<file path="src/pkg/cet_pkg.sv">
// Purpose: shared constants for the event/timer/pulse block and its host
// Assumes: mclk at 10 MHz; byte-wide command/data link
// Notes: channel count fixed at two by the sense/mask byte layout
package cet_pkg;
   localparam int CET_CHANNELS = 2;
   // command codes on the command port
   localparam logic [7:0] CMD_INT_MASK = 8'h15;
   localparam logic [7:0] CMD_SENSE = 8'h16;
   localparam logic [7:0] CMD_TIMER_DATA = 8'h17;
   localparam logic [7:0] CMD_TIMER_RUN = 8'h18;
   localparam logic [7:0] CMD_PULSE_WIDTH = 8'h19;
   // bit positions in mask, sense and timer-run bytes
   localparam int BIT_FIRST_CH = 0;
   localparam int BIT_SECOND_CH = 1;
   localparam int BIT_TIMER = 4;
   localparam int BIT_RUN = 0;
   // reset values
   localparam logic [7:0] MASK_RESET = 8'h1F;
   localparam logic [7:0] SENSE_RESET = 8'h00;
   localparam logic [31:0] PERIOD_RESET = 32'h00000000;
   localparam logic [7:0] WIDTH_RESET = 8'h00;
   localparam logic [7:0] CMD_RESET = 8'h00;
   // timing
   localparam int CLK_PERIOD_NS = 100;
   localparam int TIMER_TICK_NS = 50;
   localparam logic [32:0] TICKS_PER_CLK =
      33'(CLK_PERIOD_NS / TIMER_TICK_NS);
   localparam int PULSE_UNIT_NS = 409600;
   localparam int PULSE_UNIT_CYC = PULSE_UNIT_NS / CLK_PERIOD_NS;
   localparam logic [11:0] PULSE_PRE_LAST = 12'(PULSE_UNIT_CYC - 1);
   // host software register offsets, emask reset value and event bits
   localparam logic [3:0] HOST_CMD = 4'h0;
   localparam logic [3:0] HOST_DATA = 4'h1;
   localparam logic [3:0] HOST_FETCH = 4'h2;
   localparam logic [3:0] HOST_RDBYTE = 4'h3;
   localparam logic [3:0] HOST_STAT = 4'h4;
   localparam logic [3:0] HOST_EVT = 4'h5;
   localparam logic [3:0] HOST_EMASK = 4'h6;
   localparam logic [1:0] HOST_EMASK_RESET = 2'h3;
   localparam int EVT_FETCH = 0;
   localparam int EVT_DEVIRQ = 1;
endpackage

</file>
<file path="src/pkg/cet_if.sv">
`timescale 1ns/100ps
// Purpose: byte link between host controller and event/timer block
// Assumes: both ends clocked by the same mclk
// Notes: cmdWr is the command port, dataWr/dataRd the data port
interface cet_if;
   logic cmdWr;
   logic dataWr;
   logic dataRd;
   logic [7:0] wrData;
   logic [7:0] rdData;
   logic devIrq;
   modport dev(input cmdWr, input dataWr, input dataRd, input wrData,
      output rdData, output devIrq);
   modport host(output cmdWr, output dataWr, output dataRd,
      output wrData, input rdData, input devIrq);
endinterface

</file>
<file path="src/design/cet_device.sv">
// The plain strobed port was chosen for this implementation.
`timescale 1ns/100ps
// Purpose: interrupt mask/sense, interval timer and one-shot pulses
// Assumes: compareEq is a level from the counting logic, high on match
// Notes: counting, filtering and latching live outside this block;
//        out-of-range tiny periods give at most one expiry per clock
module cet_device
   import cet_pkg::*;
(
   input wire logic mclk,
   input wire logic rst_n,
   cet_if.dev link,
   input wire logic [CET_CHANNELS-1:0] compareEq,
   output logic [CET_CHANNELS-1:0] pulseOut,
   output logic timerExpired
);
   typedef struct packed {
      logic [7:0] cmd;
      logic [1:0] byteIdx;
      logic [7:0] mask;
      logic [2:0] sense;
      logic [31:0] period;
      logic run;
      logic [32:0] acc;
      logic [7:0] width;
      logic [CET_CHANNELS-1:0] eqPrev;
      logic [CET_CHANNELS-1:0][11:0] pre;
      logic [CET_CHANNELS-1:0][7:0] left;
      logic [CET_CHANNELS-1:0] pulse;
      logic expired;
      logic [7:0] rdData;
      logic irq;
   } cet_dstate_t;

   // sense bits kept as {timer, second channel, first channel}
   function automatic logic [7:0] to_byte(input logic [2:0] s);
      logic [7:0] b;
      b = 8'h00;
      b[BIT_TIMER] = s[2];
      b[BIT_SECOND_CH] = s[1];
      b[BIT_FIRST_CH] = s[0];
      return b;
   endfunction

   function automatic logic [2:0] from_byte(input logic [7:0] b);
      return {b[BIT_TIMER], b[BIT_SECOND_CH], b[BIT_FIRST_CH]};
   endfunction

   // one interval-timer clock: {expiry, next accumulator}
   function automatic logic [33:0] timer_step(
         input logic running,
         input logic [32:0] acc,
         input logic [31:0] period);
      logic [32:0] lim;
      logic [32:0] sum;
      logic [32:0] rem;
      logic [33:0] r;
      lim = {1'b0, period} + 33'h1;
      sum = acc + TICKS_PER_CLK;
      rem = sum - lim;
      r = {1'b0, sum};
      if (!running) begin
         // stopping drops the partial interval, so a restart is whole
         r = {1'b0, 33'h0};
      end else if (sum >= lim) begin
         if (rem >= lim) begin
            // out-of-range tiny periods would outrun one expiry per clock
            r = {1'b1, 33'h0};
         end else begin
            r = {1'b1, rem};
         end
      end
      return r;
   endfunction

   // one clock of a channel's one-shot: {pulse, units left, prescale}
   function automatic logic [20:0] pulse_step(
         input logic start,
         input logic [7:0] width,
         input logic active,
         input logic [7:0] left,
         input logic [11:0] pre);
      logic [20:0] r;
      r = {active, left, pre};
      if (start && width != 8'h00) begin
         // a match during a pulse restarts it at full width
         r = {1'b1, width, 12'h000};
      end else if (active) begin
         // one width unit is PULSE_UNIT_CYC clocks
         if (pre == PULSE_PRE_LAST) begin
            r = {left != 8'h01, left - 8'h01, 12'h000};
         end else begin
            r = {1'b1, left, pre + 12'h001};
         end
      end
      return r;
   endfunction

   // what a data-port read returns for the command in force
   function automatic logic [7:0] read_byte(
         input logic [7:0] cmd,
         input logic [7:0] mask,
         input logic [2:0] sense);
      logic [7:0] b;
      b = 8'h00;
      case (cmd)
         CMD_INT_MASK: begin
            b = mask;
         end
         CMD_SENSE: begin
            b = to_byte(sense);
         end
         default: begin
            // write-only settings read back as zero
            b = 8'h00;
         end
      endcase
      return b;
   endfunction

   cet_dstate_t st_ff, nxt_st;

   always_comb begin
      logic [2:0] ev;
      logic [2:0] clr;
      logic [CET_CHANNELS-1:0] eqRise;
      logic [33:0] tStep;
      logic [20:0] pStep;
      ev = 3'h0;
      clr = 3'h0;
      eqRise = compareEq & ~st_ff.eqPrev;
      tStep = timer_step(st_ff.run, st_ff.acc, st_ff.period);
      pStep = 21'h0;
      nxt_st = st_ff;
      nxt_st.eqPrev = compareEq;
      nxt_st.expired = 1'b0;
      nxt_st.rdData = 8'h00;

      // command port selects what the data port means
      if (link.cmdWr) begin
         nxt_st.cmd = link.wrData;
         nxt_st.byteIdx = 2'h0;
      end else if (link.dataWr) begin
         case (st_ff.cmd)
            CMD_INT_MASK: begin
               // full byte kept for read-back; only D4, D1, D0 act
               nxt_st.mask = link.wrData;
            end
            CMD_SENSE: begin
               // ones clear; a set in the same clock still wins
               clr = from_byte(link.wrData);
            end
            CMD_TIMER_DATA: begin
               // bytes arrive low first
               nxt_st.period[8*st_ff.byteIdx +: 8] = link.wrData;
               nxt_st.byteIdx = st_ff.byteIdx + 2'h1;
            end
            CMD_TIMER_RUN: begin
               nxt_st.run = link.wrData[BIT_RUN];
            end
            CMD_PULSE_WIDTH: begin
               nxt_st.width = link.wrData;
            end
            default: begin
               // bytes for other commands belong to the counting logic
            end
         endcase
      end else if (link.dataRd) begin
         nxt_st.rdData = read_byte(st_ff.cmd, st_ff.mask, st_ff.sense);
      end

      // 50 ns ticks accumulate two per clock; remainder carries over
      ev[2] = tStep[33];
      nxt_st.expired = tStep[33];
      nxt_st.acc = tStep[32:0];

      for (int c = 0; c < CET_CHANNELS; c++) begin
         ev[c] = eqRise[c];
         // each channel pulses on its own match
         pStep = pulse_step(eqRise[c], st_ff.width, st_ff.pulse[c],
            st_ff.left[c], st_ff.pre[c]);
         nxt_st.pulse[c] = pStep[20];
         nxt_st.left[c] = pStep[19:12];
         nxt_st.pre[c] = pStep[11:0];
      end

      // events recorded whatever the mask; set beats clear
      nxt_st.sense = (st_ff.sense & ~clr) | ev;
      // level stays high while set, so repeats add nothing
      nxt_st.irq = |(nxt_st.sense & ~from_byte(nxt_st.mask));
      // timer source gated by mask D4
   end

   always_ff @(posedge mclk or negedge rst_n) begin
      if (!rst_n) begin
         st_ff <= '0;
         st_ff.cmd <= CMD_RESET;
         st_ff.mask <= MASK_RESET;
         st_ff.sense <= SENSE_RESET[2:0];
         st_ff.period <= PERIOD_RESET;
         st_ff.run <= 1'b0;
         st_ff.width <= WIDTH_RESET;
      end else begin
         st_ff <= nxt_st;
      end
   end

   assign link.rdData = st_ff.rdData;
   assign link.devIrq = st_ff.irq;
   assign pulseOut = st_ff.pulse;
   assign timerExpired = st_ff.expired;
endmodule

</file>
<file path="src/flat_wrapper.sv">
// flat-port wrapper written by rule: the top's interface ports become plain ports
module cet_device_flat import cet_pkg::*;
  (mclk, rst_n, compareEq, pulseOut, timerExpired, link_cmdWr, link_dataWr, link_dataRd, link_wrData, link_rdData, link_devIrq);
  cet_if link_i ();
  input wire logic mclk;
  input wire logic rst_n;
  input wire logic [CET_CHANNELS-1:0] compareEq;
  output logic [CET_CHANNELS-1:0] pulseOut;
  output logic timerExpired;
  input wire logic [$bits(link_i.cmdWr)-1:0] link_cmdWr;
  input wire logic [$bits(link_i.dataWr)-1:0] link_dataWr;
  input wire logic [$bits(link_i.dataRd)-1:0] link_dataRd;
  input wire logic [$bits(link_i.wrData)-1:0] link_wrData;
  output wire logic [$bits(link_i.rdData)-1:0] link_rdData;
  output wire logic [$bits(link_i.devIrq)-1:0] link_devIrq;
  assign link_i.cmdWr = link_cmdWr;
  assign link_i.dataWr = link_dataWr;
  assign link_i.dataRd = link_dataRd;
  assign link_i.wrData = link_wrData;
  assign link_rdData = link_i.rdData;
  assign link_devIrq = link_i.devIrq;
  cet_device u_core (.mclk(mclk), .rst_n(rst_n), .link(link_i), .compareEq(compareEq), .pulseOut(pulseOut), .timerExpired(timerExpired));
endmodule
</file>
<file path="config.mk">
export PLATFORM = sky130hd
export DESIGN_NAME = cet_device_flat
export DESIGN_NICKNAME = d
export VERILOG_FILES = /design/src/pkg/cet_pkg.sv /design/src/pkg/cet_if.sv /design/src/design/cet_device.sv /design/src/flat_wrapper.sv
export SDC_FILE = /design/constraint.sdc
export NUM_CORES = 1
export LEC_CHECK = 0
export ABC_AREA = 0
export BUFFER_PORTS_ARGS = -buffer_cell sky130_fd_sc_hd__buf_2
export CORE_UTILIZATION = 46
export DETAILED_ROUTE_END_ITERATION = 10
export PLACE_DENSITY = 0.7
export SYNTH_ARGS = -nofsm -noshare
export SYNTH_HDL_FRONTEND = slang
export SYNTH_SLANG_ARGS = --single-unit
</file>
<file path="constraint.sdc">
create_clock -name mclk -period 13.1 [get_ports mclk]
set_input_delay 0.655 -clock mclk [delete_from_list [all_inputs] [get_ports mclk]]
set_output_delay 0.655 -clock mclk [all_outputs]
set_load 0.01 [all_outputs]
</file>
==> flow_summary.html <==
<table>
<tr><th>Metric</th><th>Value</th></tr>
<tr><th colspan="2">Routing</th></tr>
<tr><td>Vias post-DR</td><td>8430</td></tr>
<tr><td>DRC</td><td>0</td></tr>
<tr><td>DRT antenna net count</td><td>0</td></tr>
<tr><td>Pre-antenna DRT Iters</td><td>5</td></tr>
<tr><td>Avg WL per Cell</td><td>17.1 um</td></tr>
<tr><td>Final WL</td><td>24600 um</td></tr>
<tr><td>Detailed Route Iter0 Violations</td><td>569</td></tr>
<tr><td>Avg Vias per Cell</td><td>5.84</td></tr>
<tr><th colspan="2">Setup path</th></tr>
<tr><td>Arrival time of the worst setup path</td><td>7470 ps</td></tr>
<tr><td>Setup crit end kind</td><td>flop</td></tr>
<tr><td>Critical Setup Path Class</td><td>reg2reg</td></tr>
<tr><td>Data required time at the worst endpoint</td><td>13460 ps</td></tr>
<tr><td>Maximum fanout count along the critical path</td><td>27</td></tr>
<tr><td>Slowest CP cell</td><td>sky130_fd_sc_hd__or2_1</td></tr>
<tr><td>Slowest cell delay on critical path</td><td>950 ps</td></tr>
<tr><td>Worst setup SP type</td><td>flop</td></tr>
<tr><th colspan="2">Synthesis</th></tr>
<tr><td>Sequential area share after synthesis</td><td>0.362</td></tr>
<tr><td>Top area cells in the synthesized netlist</td><td>sky130_fd_sc_hd__dfrtp_1 (35%), sky130_fd_sc_hd__ha_1 (8.7%), sky130_fd_sc_hd__nand2_1 (5.7%), sky130_fd_sc_hd__xor2_1 (5.0%), sky130_fd_sc_hd__xnor2_1 (4.5%)</td></tr>
<tr><td>Mean area per synthesized cell</td><td>9.00 um^2</td></tr>
<tr><td>Primary flip-flop cell chosen by synthesis mapping</td><td>sky130_fd_sc_hd__dfrtp_1</td></tr>
<tr><td>Register bit count reported by yosys</td><td>149</td></tr>
<tr><td>Library cells used by synthesis</td><td>73</td></tr>
<tr><td>EDFF count, synth</td><td>0</td></tr>
<tr><td>Cells after synthesis</td><td>1146</td></tr>
<tr><td>Async S/R FF share, synth</td><td>1.00</td></tr>
<tr><td>Cell type contributing the most total cell area after synthesis</td><td>sky130_fd_sc_hd__dfrtp_1</td></tr>
<tr><td>Post-synthesis cell area</td><td>0.0103 mm^2</td></tr>
<tr><td>Net count of the mapped netlist</td><td>1234</td></tr>
<tr><td>Area share of the largest cell type after synthesis</td><td>0.349</td></tr>
<tr><td>Yosys warns</td><td>0</td></tr>
<tr><th colspan="2">Clock tree</th></tr>
<tr><td>Post-CTS setup repair buffer count</td><td>0</td></tr>
<tr><td>Clock transition at the registers of the reported paths</td><td>60 ps</td></tr>
<tr><td>Source-to-sink clock delay at the later pin of the worst-skew pair</td><td>430 ps</td></tr>
<tr><td>CTS tree</td><td>built</td></tr>
<tr><td>Root cell of the clock tree</td><td>sky130_fd_sc_hd__clkbuf_16</td></tr>
<tr><td>Gates resized, CTS repair</td><td>0</td></tr>
<tr><td>Clk buf depth</td><td>2</td></tr>
<tr><td>Number of CTS-inserted buffers</td><td>17</td></tr>
<tr><td>Depth of the CTS H-tree</td><td>4</td></tr>
<tr><td>CTS hold repair buffers</td><td>0</td></tr>
<tr><td>Clock Sink Count</td><td>149</td></tr>
<tr><th colspan="2">Floorplanning</th></tr>
<tr><td>DIE AREA</td><td>0.0230 mm^2</td></tr>
<tr><td>Vert. Die Dim</td><td>152 um</td></tr>
<tr><td>Std-Cell Rows</td><td>54</td></tr>
<tr><td>Effective utilization at floorplan</td><td>0.471</td></tr>
<tr><td>Total I/O pin count</td><td>27</td></tr>
<tr><td>Placeable Area</td><td>0.0219 mm^2</td></tr>
<tr><td>Floorplan die width</td><td>152 um</td></tr>
<tr><th colspan="2">STA</th></tr>
<tr><td>Maximum achievable frequency</td><td>0.141 GHz</td></tr>
<tr><td>Final critical delay including setup and external delays</td><td>7110 ps</td></tr>
<tr><td>Final worst-path cycle share</td><td>0.543</td></tr>
<tr><td>Setup slack after layout</td><td>5990 ps</td></tr>
<tr><td>Final hold viol count</td><td>0</td></tr>
<tr><td>Slew Viols, Final</td><td>0</td></tr>
<tr><td>Layout Skew</td><td>11.8 ps</td></tr>
<tr><td>Total negative slack for setup checks</td><td>0 ps</td></tr>
<tr><td>Unrepaired setup endpoints after global routing</td><td>no</td></tr>
<tr><td>Slew of the pin with the lowest slew margin</td><td>1180 ps</td></tr>
<tr><td>Number of endpoints failing setup at the final stage</td><td>0</td></tr>
<tr><td>Worst rel slew slack</td><td>0.211</td></tr>
<tr><th colspan="2">Status</th></tr>
<tr><td>Status</td><td>finished, final reports clean</td></tr>
<tr><th colspan="2">Global routing</th></tr>
<tr><td>Met3 track demand over resource in global routing</td><td>0.0416</td></tr>
<tr><td>Met2 layer usage reported by global route</td><td>0.371</td></tr>
<tr><td>GRT busiest layer</td><td>met2</td></tr>
<tr><td>Largest net degree at the start of global routing</td><td>81</td></tr>
<tr><td>Global-route usage over all layers</td><td>0.228</td></tr>
<tr><td>Wire length of the first global-routing pass</td><td>40700 um</td></tr>
<tr><td>Antenna violations before repair</td><td>0</td></tr>
<tr><td>Remaining global-route overflow</td><td>0</td></tr>
<tr><td>GR met1 Demand/Resource</td><td>0.301</td></tr>
<tr><td>Number of global-route vias before repair</td><td>8152</td></tr>
<tr><th colspan="2">Finish</th></tr>
<tr><td>Nets@finish</td><td>1239</td></tr>
<tr><td>Number of inserted filler cells in the final layout</td><td>2063</td></tr>
<tr><td>Antenna diode instance count</td><td>0</td></tr>
<tr><td>Fraction of final layout cells sized beyond drive strength 1</td><td>0.0979</td></tr>
<tr><td>Design area</td><td>0.0112 mm^2</td></tr>
<tr><td>Area growth syn-to-layout</td><td>8.57%</td></tr>
<tr><th colspan="2">Worst hold path</th></tr>
<tr><td>Tightest Hold Check Type</td><td>in2async</td></tr>
<tr><th colspan="2">Job</th></tr>
<tr><td>Max Cap Violations</td><td>0</td></tr>
<tr><th colspan="2">Place</th></tr>
<tr><td>Weighted congestion at the end of routability-driven global placement</td><td>0.983</td></tr>
<tr><td>Pre-CTS WS</td><td>6100 ps</td></tr>
<tr><td>Number of buffers inserted by port buffering</td><td>26</td></tr>
<tr><td>Cell area after placement</td><td>0.0106 mm^2</td></tr>
<tr><td>Detailed placer's ending HPWL</td><td>17900 um</td></tr>
</table>
final cells by class:
cell class / instances / area [um^2] / area share
clock inverters: 15 / 185 / 0.0165
multi-input cells: 913 / 6200 / 0.553
well taps: 280 / 350 / 0.0313
flip-flops and latches: 149 / 3730 / 0.333
inverters: 42 / 158 / 0.0141
clock buffers: 17 / 425 / 0.0380
repair buffers: 28 / 151 / 0.0135
sequential cells by signal (all words and copies together) (netlist names):
signal,flops
u_core.pulseOut,2
u_core.st_ff,137
u_core.timerExpired,1
u_core.link.rdData,8
u_core.link.devIrq,1
cells by family (layout without fill, tap and decap cells):
family	count (synthesis)	in the layout	synth area share
AOI/OAI and AO/OA	264	264	0.174
xor gates and xnor gates	113	113	0.0967
adders and majority gates	74	74	0.0903
buffers and inverters	84	102	0.0374
DFF	149	149	0.362
muxes	30	30	0.0321
and+or+nand+nor	432	432	0.207
synth_stat cells, drive strengths merged, types with 6 or more instances:
library cell	instances
dfrtp	144
a211oi	7
o21ai	84
nand2	158
or2	6
or3	6
inv	41
nand3	41
mux2	25
xnor2	54
buf	16
nor2b	19
nor2	73
and3	16
a21o	24
xor2	59
a31oi	6
nor4	10
ha	72
nand2b	11
nor3	24
and2	18
o21a	8
o211ai	7
clkbuf	26
o31ai	11
a32o	27
nand4	30
a21oi	47
and4	7
worst paths after layout:
check / cells past startpoint / start / slack, ps / end
setup / recovery: 26 / u_core.st_ff[63] / 5990 / u_core.st_ff[91]
hold / removal: 1 / rst_n / 270 / u_core.st_ff[29]
setup reg to reg: 26 / u_core.st_ff[63] / 5990 / u_core.st_ff[91]
hold reg to reg: 1 / u_core.st_ff[138] / 480 / u_core.link.rdData[7]
max in group asynchronous: 2 / rst_n / 11440 / u_core.st_ff[109]
min in group mclk: 1 / compareEq[1] / 340 / u_core.st_ff[53]
per-stage QoR:
stage / util / cells / hold WS, ps
after floorplan: - / 1146 / 359
after global placement: 0.484 / 1412 / 459
after detailed placement: 0.484 / 1412 / 468
after CTS: 0.512 / 1444 / 301
after global routing: 0.512 / 1444 / 322
final: 0.512 / 1444 / 267
layout by cell type, fill, tap and decap left out, types with 4 or more instances in the layout:
master / instances
sky130_fd_sc_hd__a211o_1: 4
sky130_fd_sc_hd__o31ai_1: 10
sky130_fd_sc_hd__nor4_1: 8
sky130_fd_sc_hd__a31oi_1: 6
sky130_fd_sc_hd__nor3b_1: 5
sky130_fd_sc_hd__a31o_2: 4
sky130_fd_sc_hd__o21ai_0: 81
sky130_fd_sc_hd__or3_1: 6
sky130_fd_sc_hd__xor2_1: 59
sky130_fd_sc_hd__nand2b_1: 11
sky130_fd_sc_hd__a211oi_1: 6
sky130_fd_sc_hd__o211ai_1: 7
sky130_fd_sc_hd__a21o_1: 24
sky130_fd_sc_hd__and3_1: 16
sky130_fd_sc_hd__mux2_2: 25
sky130_fd_sc_hd__or2_2: 5
sky130_fd_sc_hd__o41ai_1: 4
sky130_fd_sc_hd__xnor2_1: 53
sky130_fd_sc_hd__nand2_1: 158
sky130_fd_sc_hd__inv_1: 41
sky130_fd_sc_hd__inv_6: 4
sky130_fd_sc_hd__and4_1: 7
sky130_fd_sc_hd__a32o_1: 27
sky130_fd_sc_hd__nor3_1: 24
sky130_fd_sc_hd__nor2_1: 73
sky130_fd_sc_hd__dfrtp_1: 144
sky130_fd_sc_hd__mux2i_1: 5
sky130_fd_sc_hd__nand3_1: 40
sky130_fd_sc_hd__clkbuf_16: 17
sky130_fd_sc_hd__nand4_1: 28
sky130_fd_sc_hd__and2_1: 18
sky130_fd_sc_hd__buf_2: 25
sky130_fd_sc_hd__inv_8: 5
sky130_fd_sc_hd__o21a_1: 8
sky130_fd_sc_hd__dfstp_2: 5
sky130_fd_sc_hd__ha_1: 72
sky130_fd_sc_hd__a21oi_1: 47
sky130_fd_sc_hd__nor2b_1: 19
worst max-delay path, delay by kind of cell, from the launching register on:
| family | cells | cell delay, ps |
|---|---|---|
| adders and majority gates | 3 | 750 |
| and+or+nand+nor | 5 | 1840 |
| AOI/OAI and AO/OA | 16 | 3430 |
| xor gates and xnor gates | 1 | 470 |
| DFF | 1 | 450 |
| buffers and inverters | 1 | 90 |
per-layer routing:
| layer | up-vias | part of all wire |
|---|---|---|
| met2 | 200 | 0.46 |
| met3 | 35 | 0.045 |
| li1 | 4135 | - |
| met1 | 4060 | 0.47 |
| met4 | 0 | 0.022 |
| met5 | - | 0 |
Power is not shown: default switching activity piles up to over one toggle a cycle in this logic, so the estimate is an artifact.
